--- src/core/pgen_consts.svh ---
// Register offsets, field positions and reset values of the period and status block
`ifndef PGEN_CONSTS_SVH
`define PGEN_CONSTS_SVH

`define PGEN_ADDR_W 12
`define PGEN_OFF_INTEN 12'h044
`define PGEN_OFF_RAWSTAT 12'h048
`define PGEN_OFF_STATUS 12'h04C
`define PGEN_OFF_PERIOD 12'h050
`define PGEN_OFF_COUNT 12'h054
`define PGEN_OFF_CTRL 12'h040
`define PGEN_EVT_W 6
`define PGEN_BIT_CMPB_DOWN 5
`define PGEN_BIT_CMPB_UP 4
`define PGEN_BIT_CMPA_DOWN 3
`define PGEN_BIT_CMPA_UP 2
`define PGEN_BIT_AT_TOP 1
`define PGEN_BIT_AT_ZERO 0
`define PGEN_CTRL_RUN 0
`define PGEN_CTRL_MODE 1
`define PGEN_CTRL_UPDSYNC 2
`define PGEN_PERIOD_RST 16'h0000
`define PGEN_EVT_RST 6'h00

`endif

--- src/core/pgen_pkg.sv ---
// Types shared by the period and status block
package pgen_pkg;
  typedef enum logic [0:0] {
    PGEN_DIR_DOWN = 1'b0,
    PGEN_DIR_UP = 1'b1
  } pgen_dir_t;
endpackage : pgen_pkg

--- src/core/pgen_period_irq.sv ---
// Generator counter with period reload and latched interrupt status, APB slave
// ----------------------------------------------------------------------------
// How it works
// - Status holds latched flag per event
// - Status shows only enabled latched events
// - Write one clears, zero leaves bit
// - Flag positions five down to zero
// - Reserved bits read zero, writes ignored
// - Period register sixteen bits, resets zero
// - Count-down reloads period at zero
// - Up/down counts zero to period, back
// - Immediate mode: new period at next zero
// - Sync mode: zero after update request
// - Rewrite discards earlier pending period
// - Up compare events only in up/down
// - Each event has own enable bit
// ----------------------------------------------------------------------------
//
// Implementation choice: the APB interface to the registers.
`timescale 1ns/100ps
`include "pgen_consts.svh"

module pgen_period_irq
  import pgen_pkg::*;
#(
  parameter int CNT_W = 16
)
(
  input wire logic clk,
  input wire logic rstn,
  input wire logic psel,
  input wire logic penable,
  input wire logic pwrite,
  input wire logic [31:0] paddr,
  input wire logic [31:0] pwdata,
  output logic [31:0] prdata,
  output logic pready,
  output logic pslverr,
  input wire logic [CNT_W-1:0] cmpA,
  input wire logic [CNT_W-1:0] cmpB,
  input wire logic syncUpdateReq,
  output logic irq,
  output logic counterAtZero,
  output logic counterAtTop,
  output logic [CNT_W-1:0] counterValue
);

  // --------------------------------------------------------------------------
  // Bus decode
  // --------------------------------------------------------------------------
  logic access;
  logic wrEn;
  logic rdEn;
  logic [`PGEN_ADDR_W-1:0] addr;
  logic hit;

  assign access = psel && penable && pready;
  assign wrEn = access && pwrite;
  assign rdEn = access && !pwrite;
  assign addr = paddr[`PGEN_ADDR_W-1:0];

  function automatic logic isMapped(input logic [`PGEN_ADDR_W-1:0] a);
    return (a == `PGEN_OFF_CTRL) || (a == `PGEN_OFF_INTEN) || (a == `PGEN_OFF_RAWSTAT)
      || (a == `PGEN_OFF_STATUS) || (a == `PGEN_OFF_PERIOD) || (a == `PGEN_OFF_COUNT);
  endfunction : isMapped

  assign hit = isMapped(addr) && (paddr[31:`PGEN_ADDR_W] == '0);

  // --------------------------------------------------------------------------
  // Software registers
  // --------------------------------------------------------------------------
  logic [2:0] ctrl;
  logic [`PGEN_EVT_W-1:0] evtEnable;
  logic [CNT_W-1:0] periodWritten;
  logic [CNT_W-1:0] periodActive;
  logic periodPending;
  logic syncArmed;

  always_ff @(posedge clk or negedge rstn)
  begin
    if (!rstn)
    begin
      ctrl <= 3'h0;
      evtEnable <= `PGEN_EVT_RST;
    end
    else if (wrEn && addr == `PGEN_OFF_CTRL)
    begin
      ctrl <= pwdata[2:0];
    end
    else if (wrEn && addr == `PGEN_OFF_INTEN)
    begin
      evtEnable <= pwdata[`PGEN_EVT_W-1:0];
    end
  end

  // A rewrite simply replaces the staged value, so an older one never reaches the counter
  always_ff @(posedge clk or negedge rstn)
  begin
    if (!rstn)
    begin
      periodWritten <= `PGEN_PERIOD_RST;
    end
    else if (wrEn && addr == `PGEN_OFF_PERIOD)
    begin
      periodWritten <= pwdata[CNT_W-1:0];
    end
  end

  // --------------------------------------------------------------------------
  // Counter
  // --------------------------------------------------------------------------
  pgen_dir_t dir;
  logic atZero;
  logic atTop;
  logic run;
  logic upDownMode;

  assign run = ctrl[`PGEN_CTRL_RUN];
  assign upDownMode = ctrl[`PGEN_CTRL_MODE];
  assign atZero = run && (counterValue == '0);
  assign atTop = run && (counterValue == periodActive);

  // Sync request is remembered until the zero that applies it
  always_ff @(posedge clk or negedge rstn)
  begin
    if (!rstn)
    begin
      syncArmed <= 1'b0;
    end
    else if (atZero && syncArmed)
    begin
      syncArmed <= syncUpdateReq;
    end
    else if (syncUpdateReq)
    begin
      syncArmed <= 1'b1;
    end
  end

  always_ff @(posedge clk or negedge rstn)
  begin
    if (!rstn)
    begin
      periodPending <= 1'b0;
    end
    else if (wrEn && addr == `PGEN_OFF_PERIOD)
    begin
      periodPending <= 1'b1;
    end
    else if (atZero && (!ctrl[`PGEN_CTRL_UPDSYNC] || syncArmed))
    begin
      periodPending <= 1'b0;
    end
  end

  always_ff @(posedge clk or negedge rstn)
  begin
    if (!rstn)
    begin
      periodActive <= `PGEN_PERIOD_RST;
    end
    else if (atZero && periodPending && !ctrl[`PGEN_CTRL_UPDSYNC])
    begin
      periodActive <= periodWritten;
    end
    else if (atZero && periodPending && syncArmed)
    begin
      periodActive <= periodWritten;
    end
  end

  // Reload uses the value that is active after this zero's update
  logic [CNT_W-1:0] reloadValue;
  assign reloadValue = (periodPending && (!ctrl[`PGEN_CTRL_UPDSYNC] || syncArmed))
    ? periodWritten : periodActive;

  always_ff @(posedge clk or negedge rstn)
  begin
    if (!rstn)
    begin
      counterValue <= '0;
      dir <= PGEN_DIR_UP;
    end
    else if (!run)
    begin
      counterValue <= '0;
      dir <= PGEN_DIR_UP;
    end
    else if (!upDownMode)
    begin
      dir <= PGEN_DIR_DOWN;
      counterValue <= atZero ? reloadValue : counterValue - 1'b1;
    end
    else if (atZero)
    begin
      dir <= PGEN_DIR_UP;
      counterValue <= (reloadValue == '0) ? '0 : CNT_W'(1);
    end
    else if (atTop || dir == PGEN_DIR_DOWN)
    begin
      dir <= PGEN_DIR_DOWN;
      counterValue <= counterValue - 1'b1;
    end
    else
    begin
      counterValue <= counterValue + 1'b1;
    end
  end

  // --------------------------------------------------------------------------
  // Events and status
  // --------------------------------------------------------------------------
  logic [`PGEN_EVT_W-1:0] evt;
  logic [`PGEN_EVT_W-1:0] rawFlags;
  logic [`PGEN_EVT_W-1:0] clearMask;
  logic countingUp;

  // Up direction exists only in up/down mode, and not at the turn-around top
  assign countingUp = upDownMode && (dir == PGEN_DIR_UP) && !atTop;

  always_comb
  begin
    evt = '0;
    evt[`PGEN_BIT_AT_ZERO] = atZero;
    evt[`PGEN_BIT_AT_TOP] = atTop;
    evt[`PGEN_BIT_CMPA_UP] = run && (counterValue == cmpA) && countingUp;
    evt[`PGEN_BIT_CMPA_DOWN] = run && (counterValue == cmpA) && !countingUp;
    evt[`PGEN_BIT_CMPB_UP] = run && (counterValue == cmpB) && countingUp;
    evt[`PGEN_BIT_CMPB_DOWN] = run && (counterValue == cmpB) && !countingUp;
  end

  assign clearMask = (wrEn && addr == `PGEN_OFF_STATUS) ? pwdata[`PGEN_EVT_W-1:0] : '0;

  always_ff @(posedge clk or negedge rstn)
  begin
    if (!rstn)
    begin
      rawFlags <= `PGEN_EVT_RST;
    end
    else
    begin
      rawFlags <= (rawFlags & ~clearMask) | evt;
    end
  end

  // --------------------------------------------------------------------------
  // Read data, answer and outputs
  // --------------------------------------------------------------------------
  logic [31:0] next_prdata;

  always_comb
  begin
    next_prdata = 32'h0000_0000;
    unique case (addr)
      `PGEN_OFF_CTRL: next_prdata[2:0] = ctrl;
      `PGEN_OFF_INTEN: next_prdata[`PGEN_EVT_W-1:0] = evtEnable;
      `PGEN_OFF_RAWSTAT: next_prdata[`PGEN_EVT_W-1:0] = rawFlags;
      `PGEN_OFF_STATUS: next_prdata[`PGEN_EVT_W-1:0] = rawFlags & evtEnable;
      `PGEN_OFF_PERIOD: next_prdata[CNT_W-1:0] = periodWritten;
      `PGEN_OFF_COUNT: next_prdata[CNT_W-1:0] = counterValue;
      default: next_prdata = 32'h0000_0000;
    endcase
  end

  // No wait state: ready in the first access cycle, data registered with it
  always_ff @(posedge clk or negedge rstn)
  begin
    if (!rstn)
    begin
      pready <= 1'b0;
      prdata <= 32'h0000_0000;
      pslverr <= 1'b0;
    end
    else
    begin
      pready <= psel && !penable;
      prdata <= (psel && !penable && !pwrite && hit) ? next_prdata : 32'h0000_0000;
      pslverr <= psel && !penable && !hit;
    end
  end

  always_ff @(posedge clk or negedge rstn)
  begin
    if (!rstn)
    begin
      irq <= 1'b0;
      counterAtZero <= 1'b0;
      counterAtTop <= 1'b0;
    end
    else
    begin
      irq <= |(((rawFlags & ~clearMask) | evt) & evtEnable);
      counterAtZero <= atZero;
      counterAtTop <= atTop;
    end
  end

endmodule : pgen_period_irq

--- config.mk ---
export PLATFORM = sky130hd
export DESIGN_NAME = pgen_period_irq
export DESIGN_NICKNAME = d
export VERILOG_FILES = /design/src/core/pgen_pkg.sv /design/src/core/pgen_period_irq.sv
export VERILOG_INCLUDE_DIRS = /design/src /design/src/core
export SDC_FILE = /design/constraint.sdc
export NUM_CORES = 1
export LEC_CHECK = 0
export BUFFER_PORTS_ARGS = -buffer_cell sky130_fd_sc_hd__buf_2
export CORE_UTILIZATION = 46
export CTS_CLUSTER_SIZE = 24
export DETAILED_ROUTE_END_ITERATION = 6
export MAX_ROUTING_LAYER = met4
export PLACE_DENSITY_LB_ADDON = 0.2
export SKIP_CTS_REPAIR_TIMING = 1
export SLEW_MARGIN = 20
export SYNTH_ARGS = -nofsm -noshare
export SYNTH_HDL_FRONTEND = slang
export SYNTH_SLANG_ARGS = --single-unit
export TNS_END_PERCENT = 10
--- constraint.sdc ---
create_clock -name clk -period 3.22 [get_ports clk]
set_clock_uncertainty 0.1 [all_clocks]
set_input_delay 0.322 -clock clk [delete_from_list [all_inputs] [get_ports clk]]
set_output_delay 0.322 -clock clk [all_outputs]
set_load 0.01 [all_outputs]
# [Word level (Yosys, flattened, before mapping)]
# Index checks and enable logic that the tools add are counted.
# Widths: inputs -> output; s select.
[word_totals] out_inout_bits=53 latch_bits=0 elab_cells=105 ff_bits=87 mem_bits_ro=0 n_memories=0 inputBits=102 mem_bits_rw=0
[op_classes] n_eq_ne=10 n_reduce_logical=49 n_bitwise=7 shift=0 addsub=2 n_mux=22 order_cmp=0 mul=0 div_mod_pow=0
[op_table] operator="$mux 16" n=9
[op_table] operator="$eq 12x7->1 const B" n=6
[op_table] operator="$eq 16x16->1" n=3
[op_table] operator="$logic_not 16->1" n=2
[op_table] operator="$logic_and 1x1->1" n=28
[op_table] operator="$logic_not 20->1" n=1
[op_table] operator="$pmux 10 s2" n=1
[op_table] operator="$and 6x6->6" n=3
[op_table] operator="$pmux 3 s6" n=1
[op_table] operator="$add 16x1->16 const B" n=1
[op_table] operator="$sub 16x1->16 const B" n=1
[op_table] operator="$pmux 3 s5" n=1
[op_table] operator="$mux 1" n=9
[op_table] operator="$logic_or 1x1->1" n=7
[op_table] operator="$logic_not 1->1" n=6
[op_table] operator="$mux 6" n=1
[op_table] operator="$not 6->6" n=1
[op_table] operator="$or 6x6->6" n=1
[op_table] operator="$reduce_bool 2->1" n=3
[op_table] operator="$reduce_or 6->1" n=1
[op_table] operator="$ne 4x2->1 const B" n=1
[op_table] operator="$not 1->1" n=2
[op_table] operator="$reduce_and 2->1" n=1

# [Logic depth before layout (Yosys ltp)]
[depth] word_depth=10 mapped_depth=9 ltp_nobuf=7

# [Least setup slack after synthesis]
# Ideal clock, no wire load.
[synth_path] path_type="reg-to-reg" startpoint="register counterValue[4]" endpoint="register periodActive[10]" path_slack_ps=867 period_less_slack_ps=2353 arrival_ps=2128 n_path_buf=2 setup_time_ps=125 path_stages_with_launch=9 required_time_ps=2995 cell_sequence="dfrtp_1 -> buf_6 -> or3_4 -> nor3_4 -> and4_4 -> nand2_4 -> nor2_8 -> buf_8 -> mux2_4"
[synth_via] elab_chain_len=5 elab_cells_between_ends=7 cone_classes="mux: 1; reduce/logical: 6"
[synth_lines] element="start, declared" line_no="pgen_period_irq.sv:45" text="output logic [CNT_W-1:0] counterValue"
[synth_lines] element="start signal, assigned" line_no="pgen_period_irq.sv:192" text="counterValue <= atZero ? reloadValue : counterValue - 1'b1;"
[synth_lines] element="start signal, assigned" line_no="pgen_period_irq.sv:197" text="counterValue <= (reloadValue == '0) ? '0 : CNT_W'(1);"
[synth_lines] element="start signal, assigned" line_no="pgen_period_irq.sv:202" text="counterValue <= counterValue - 1'b1;"
[synth_lines] element="$logic_not 16->1 (*)" line_no="pgen_period_irq.sv:120" text="assign atZero = run && (counterValue == '0);"
[synth_lines] element="$logic_and 1x1->1 (*)" line_no="pgen_period_irq.sv:120"
[synth_lines] element="$logic_and 1x1->1 (*)" line_no="pgen_period_irq.sv:162, pgen_period_irq.sv:166"
[synth_lines] element="$logic_and 1x1->1 (on tied branches)" line_no="pgen_period_irq.sv:162, pgen_period_irq.sv:166"
[synth_lines] element="$mux 16 or $reduce_bool 2->1 (tied branches)"
[synth_lines] element="end signal, assigned" line_no="pgen_period_irq.sv:160" text="periodActive <= `PGEN_PERIOD_RST;"
[synth_lines] element="end signal, assigned" line_no="pgen_period_irq.sv:164" text="periodActive <= periodWritten;"
[synth_lines] element="end signal, assigned" line_no="pgen_period_irq.sv:168" text="periodActive <= periodWritten;"
[synth_lines] element="end, declared" line_no="pgen_period_irq.sv:75" text="logic [CNT_W-1:0] periodActive;"
# Every way passes the cells marked *; elsewhere a longest branch is shown, timed or not.
# A chain may end at the register's enable or synchronous reset.

# [Worst setup path after layout]
[layout_path] startpoint="register counterValue[3]" endpoint="register counterValue[8]"
[layout_via] elab_chain_len=7 elab_cells_between_ends=12 cone_classes="add/sub: 2; eq/ne: 1; mux: 5; reduce/logical: 4"
[layout_lines] element="parallel branches: the longest is 5 deep, another holds $add 16x1->16"
[layout_lines] element="$mux 16 (*)" line_no="pgen_period_irq.sv:189" text="else if (!upDownMode)"
[layout_lines] element="$mux 16 (*)" line_no="pgen_period_irq.sv:184" text="else if (!run)"
# Every way passes the cells marked *.

==> results_dict.tcl <==
set metrics [dict create \
    cap_viol_max_count 0 \
    p_per_area_nw_per_um2 367 \
    drt_wl_total_um 15200 \
    pwr-share-comb_pct 5.7 \
    grt_pass1_wl_um 24800 \
    post-route-drc-count 27 \
    drt_iter0_markers 341 \
    final_cell_mix "buf_2 (121), dfrtp_1 (86), nand2_1 (44)" \
    start_util_pct 47.5 \
    p_sw_mw 0.516 \
    endpoint_kind "flip-flop" \
    die_w_um 111 \
    ys_async_sr_fraction_pct 100 \
    intPower_mw 1.86 \
    fillers 1047 \
    min_period_over_period_pct 83.3 \
    nets 777 \
    dieArea_sq_um 12300 \
    core_sq_um 11500 \
    total_power_mw 2.38 \
    numClockSinks 87 \
    layoutNonFillerInstCount 820 \
    synth_edf_count 0 \
    final_common_cell "buf_2" \
    gp_congestion 0.870 \
    clock_latency_ns 0.35 \
    crit_type "reg -> reg" \
    cts_tree "done" \
    peakVddDrop_mv 0.266 \
    htree_levels 3 \
    syn-mean-instance-area_sq_um 9.92 \
    grt_usage_pct 26.6 \
    antenna_cells 0 \
    viasPerCell 5.72 \
    worstPathRequired_ns 3.34 \
    netlist_instances 552 \
    grt_pass1_vias 4672 \
    synth_flop_cell "dfrtp_1" \
    antenna_found_initial 0 \
    placed_cells 804 \
    period_needed_ns 2.68 \
    worstMarginPinSlew_ns 0.935 \
    via_count 4694 \
    whs_ns -0.0462 \
    die-height_um 111 \
    synth-seq-area-share_pct 39.8 \
    relSlewSlack_pct 37.5 \
    violations "design-rule violations, negative hold slack" \
    synthToLayoutAreaGrowth_pct 18.4 \
    rsz0062_at_grt "false" \
    firstDrtPassIters 7 \
    grt_max_degree 63 \
    slew_viol_final 0 \
    drt-wirelength-per-cell_um 18.5 \
    drive_gt1_share_pct 30.4 \
    clk_pin_slew_ns 0.07 \
    arrival_ns 2.80 \
    fmax_mhz 373 \
    synth_cell_type_count 62 \
    p_leak_nw 3.29 \
    tns_ns 0 \
    ys_ff_latch 87 \
    r2r_setup_slack_ns 0.54 \
    hp-class "in -> async" \
    ys_warn_count 0 \
    p_sw_share_pct 21.7 \
    cp-start-kind "flip-flop" \
    finalSetupViolCount 0 \
    clockBufferDepth 2 \
    outcome "finished, violations left" \
    hpwl_um 11400 \
    cts_buffers 9 \
    final_antenna_net_count 0 \
    rows 39 \
    portBuffers 122 \
    cts-root-buf "clkbuf_16" \
    seqPwrFrac_pct 46.1 \
    syn_area_sq_um 5480 \
    finalHoldViolCount 36 \
    clock_power_share_pct 48.2 \
    grt_overflow 0 \
    io_pins 155 \
    critical_path.max_fanout 12 \
]
-- routing by layer --
| layer | routed length (um) | up-vias | GRT usage [%] |
|---|---|---|---|
| met5 | 0 | - | - |
| met4 | 214 | 0 | 7.84 |
| met3 | 1080 | 20 | 5.58 |
| met2 | 6950 | 185 | 40.3 |
| met1 | 6900 | 2291 | 36.1 |
| li1 | - | 2198 | - |
-- power groups by stage --
stage          clock, mW  combinational (mW)  sequential, mW
3_5_place_dp           0               0.137            1.12
5_1_grt             1.21               0.152            1.09
4_1_cts             1.17               0.138            1.09
6_report            1.15               0.136            1.09
2_1_floorplan          0              0.0593            1.12
3_3_place_gp           0               0.134            1.12
-- kinds of logic (layout without fill, tap and decap cells) --
logic type	Yosys count	count (layout)	share of synthesized area, %
compound gates	79	79	9.58
xor+xnor	62	62	9.92
fa+ha+maj	3	3	0.686
buf+inv	62	172	6.63
flops	87	87	39.8
mux	73	73	14.9
other cells	1	16	0.0685
simple gates	185	185	18.5
-- flip-flops by register name, summed over array words and instances, names as in the netlist, 3 cells and up --
name	count
counterValue	16
periodActive	16
periodWritten	16
prdata	16
evtEnable	6
rawFlags	6
ctrl	3
-- worst max-delay path, cell delays in order (launching register included) --
cell,delay [ns]
dfrtp_1,0.57
xor2_1,0.25
and4b_1,0.23
and3_1,0.24
a21oi_4,0.43
mux2_2,0.40
xnor2_1,0.21
o22ai_1,0.11
-- path summary, 6_finish.rpt --
kind                                 start              end  depth (start not counted)
setup / recovery           counterValue[3]  counterValue[8]                          7
max in group asynchronous             rstn              dir                          2
hold / removal                        rstn       prdata[12]                          1
setup reg to reg           counterValue[3]  counterValue[8]                          7
min in group clk             syncUpdateReq        syncArmed                          2
hold reg to reg                  syncArmed        syncArmed                          1
-- synthesized netlist by cell type, types with 3 or more instances --
library cell  count  area, sq um
mux2i_1          36          360
clkbuf_1          8         30.0
nor4_1           19          119
mux2_2           27          304
a221oi_1          6         52.6
and2_1            5         31.3
nor2_1           33          124
xor2_1           23          201
nand4_1          12         75.1
o211ai_1          4         30.0
buf_2            14         70.1
a31oi_1          10         62.6
inv_1            16         60.1
nor3_1           13         65.1
buf_4            19          143
and3_1            3         18.8
mux2_4           10          150
a21oi_1          11         55.1
nand2_1          44          165
xnor2_1          39          342
a21o_1            3         22.5
ha_1              3         37.5
nand3_1          20          100
dfrtp_1          86         2150
buf_6             4         45.0
o22ai_1           6         37.5
or3_1             7         43.8
o21ai_0          24          120
and4_1            3         26.3
a222oi_1          3         30.0
-- final cells by class --
| class | count | area [sq um] | area share, % |
|---|---|---|---|
| clock buffers | 12 | 246 | 3.80 |
| clock inverters | 4 | 77.6 | 1.20 |
| repair buffers | 140 | 748 | 11.5 |
| inverters | 16 | 60.1 | 0.927 |
| flip-flops and latches | 87 | 2180 | 33.6 |
| multi-input cells | 418 | 2990 | 46.1 |
| well taps | 143 | 179 | 2.76 |
-- stage by stage --
stage	cell area, sq um	hold slack, ns	utilization (%)	setup WS, ns
5_1_grt	6480	0.0198	56.3	0.452
6_report	6480	-0.0462	56.3	0.537
3_5_place_dp	6160	0.352	53.5	0.590
3_3_place_gp	6160	0.344	53.5	0.568
4_1_cts	6480	-0.0236	56.3	0.579
2_1_floorplan	5530	-0.0736	-	0.867
No activity file was read; power rests on OpenSTA's default activity.
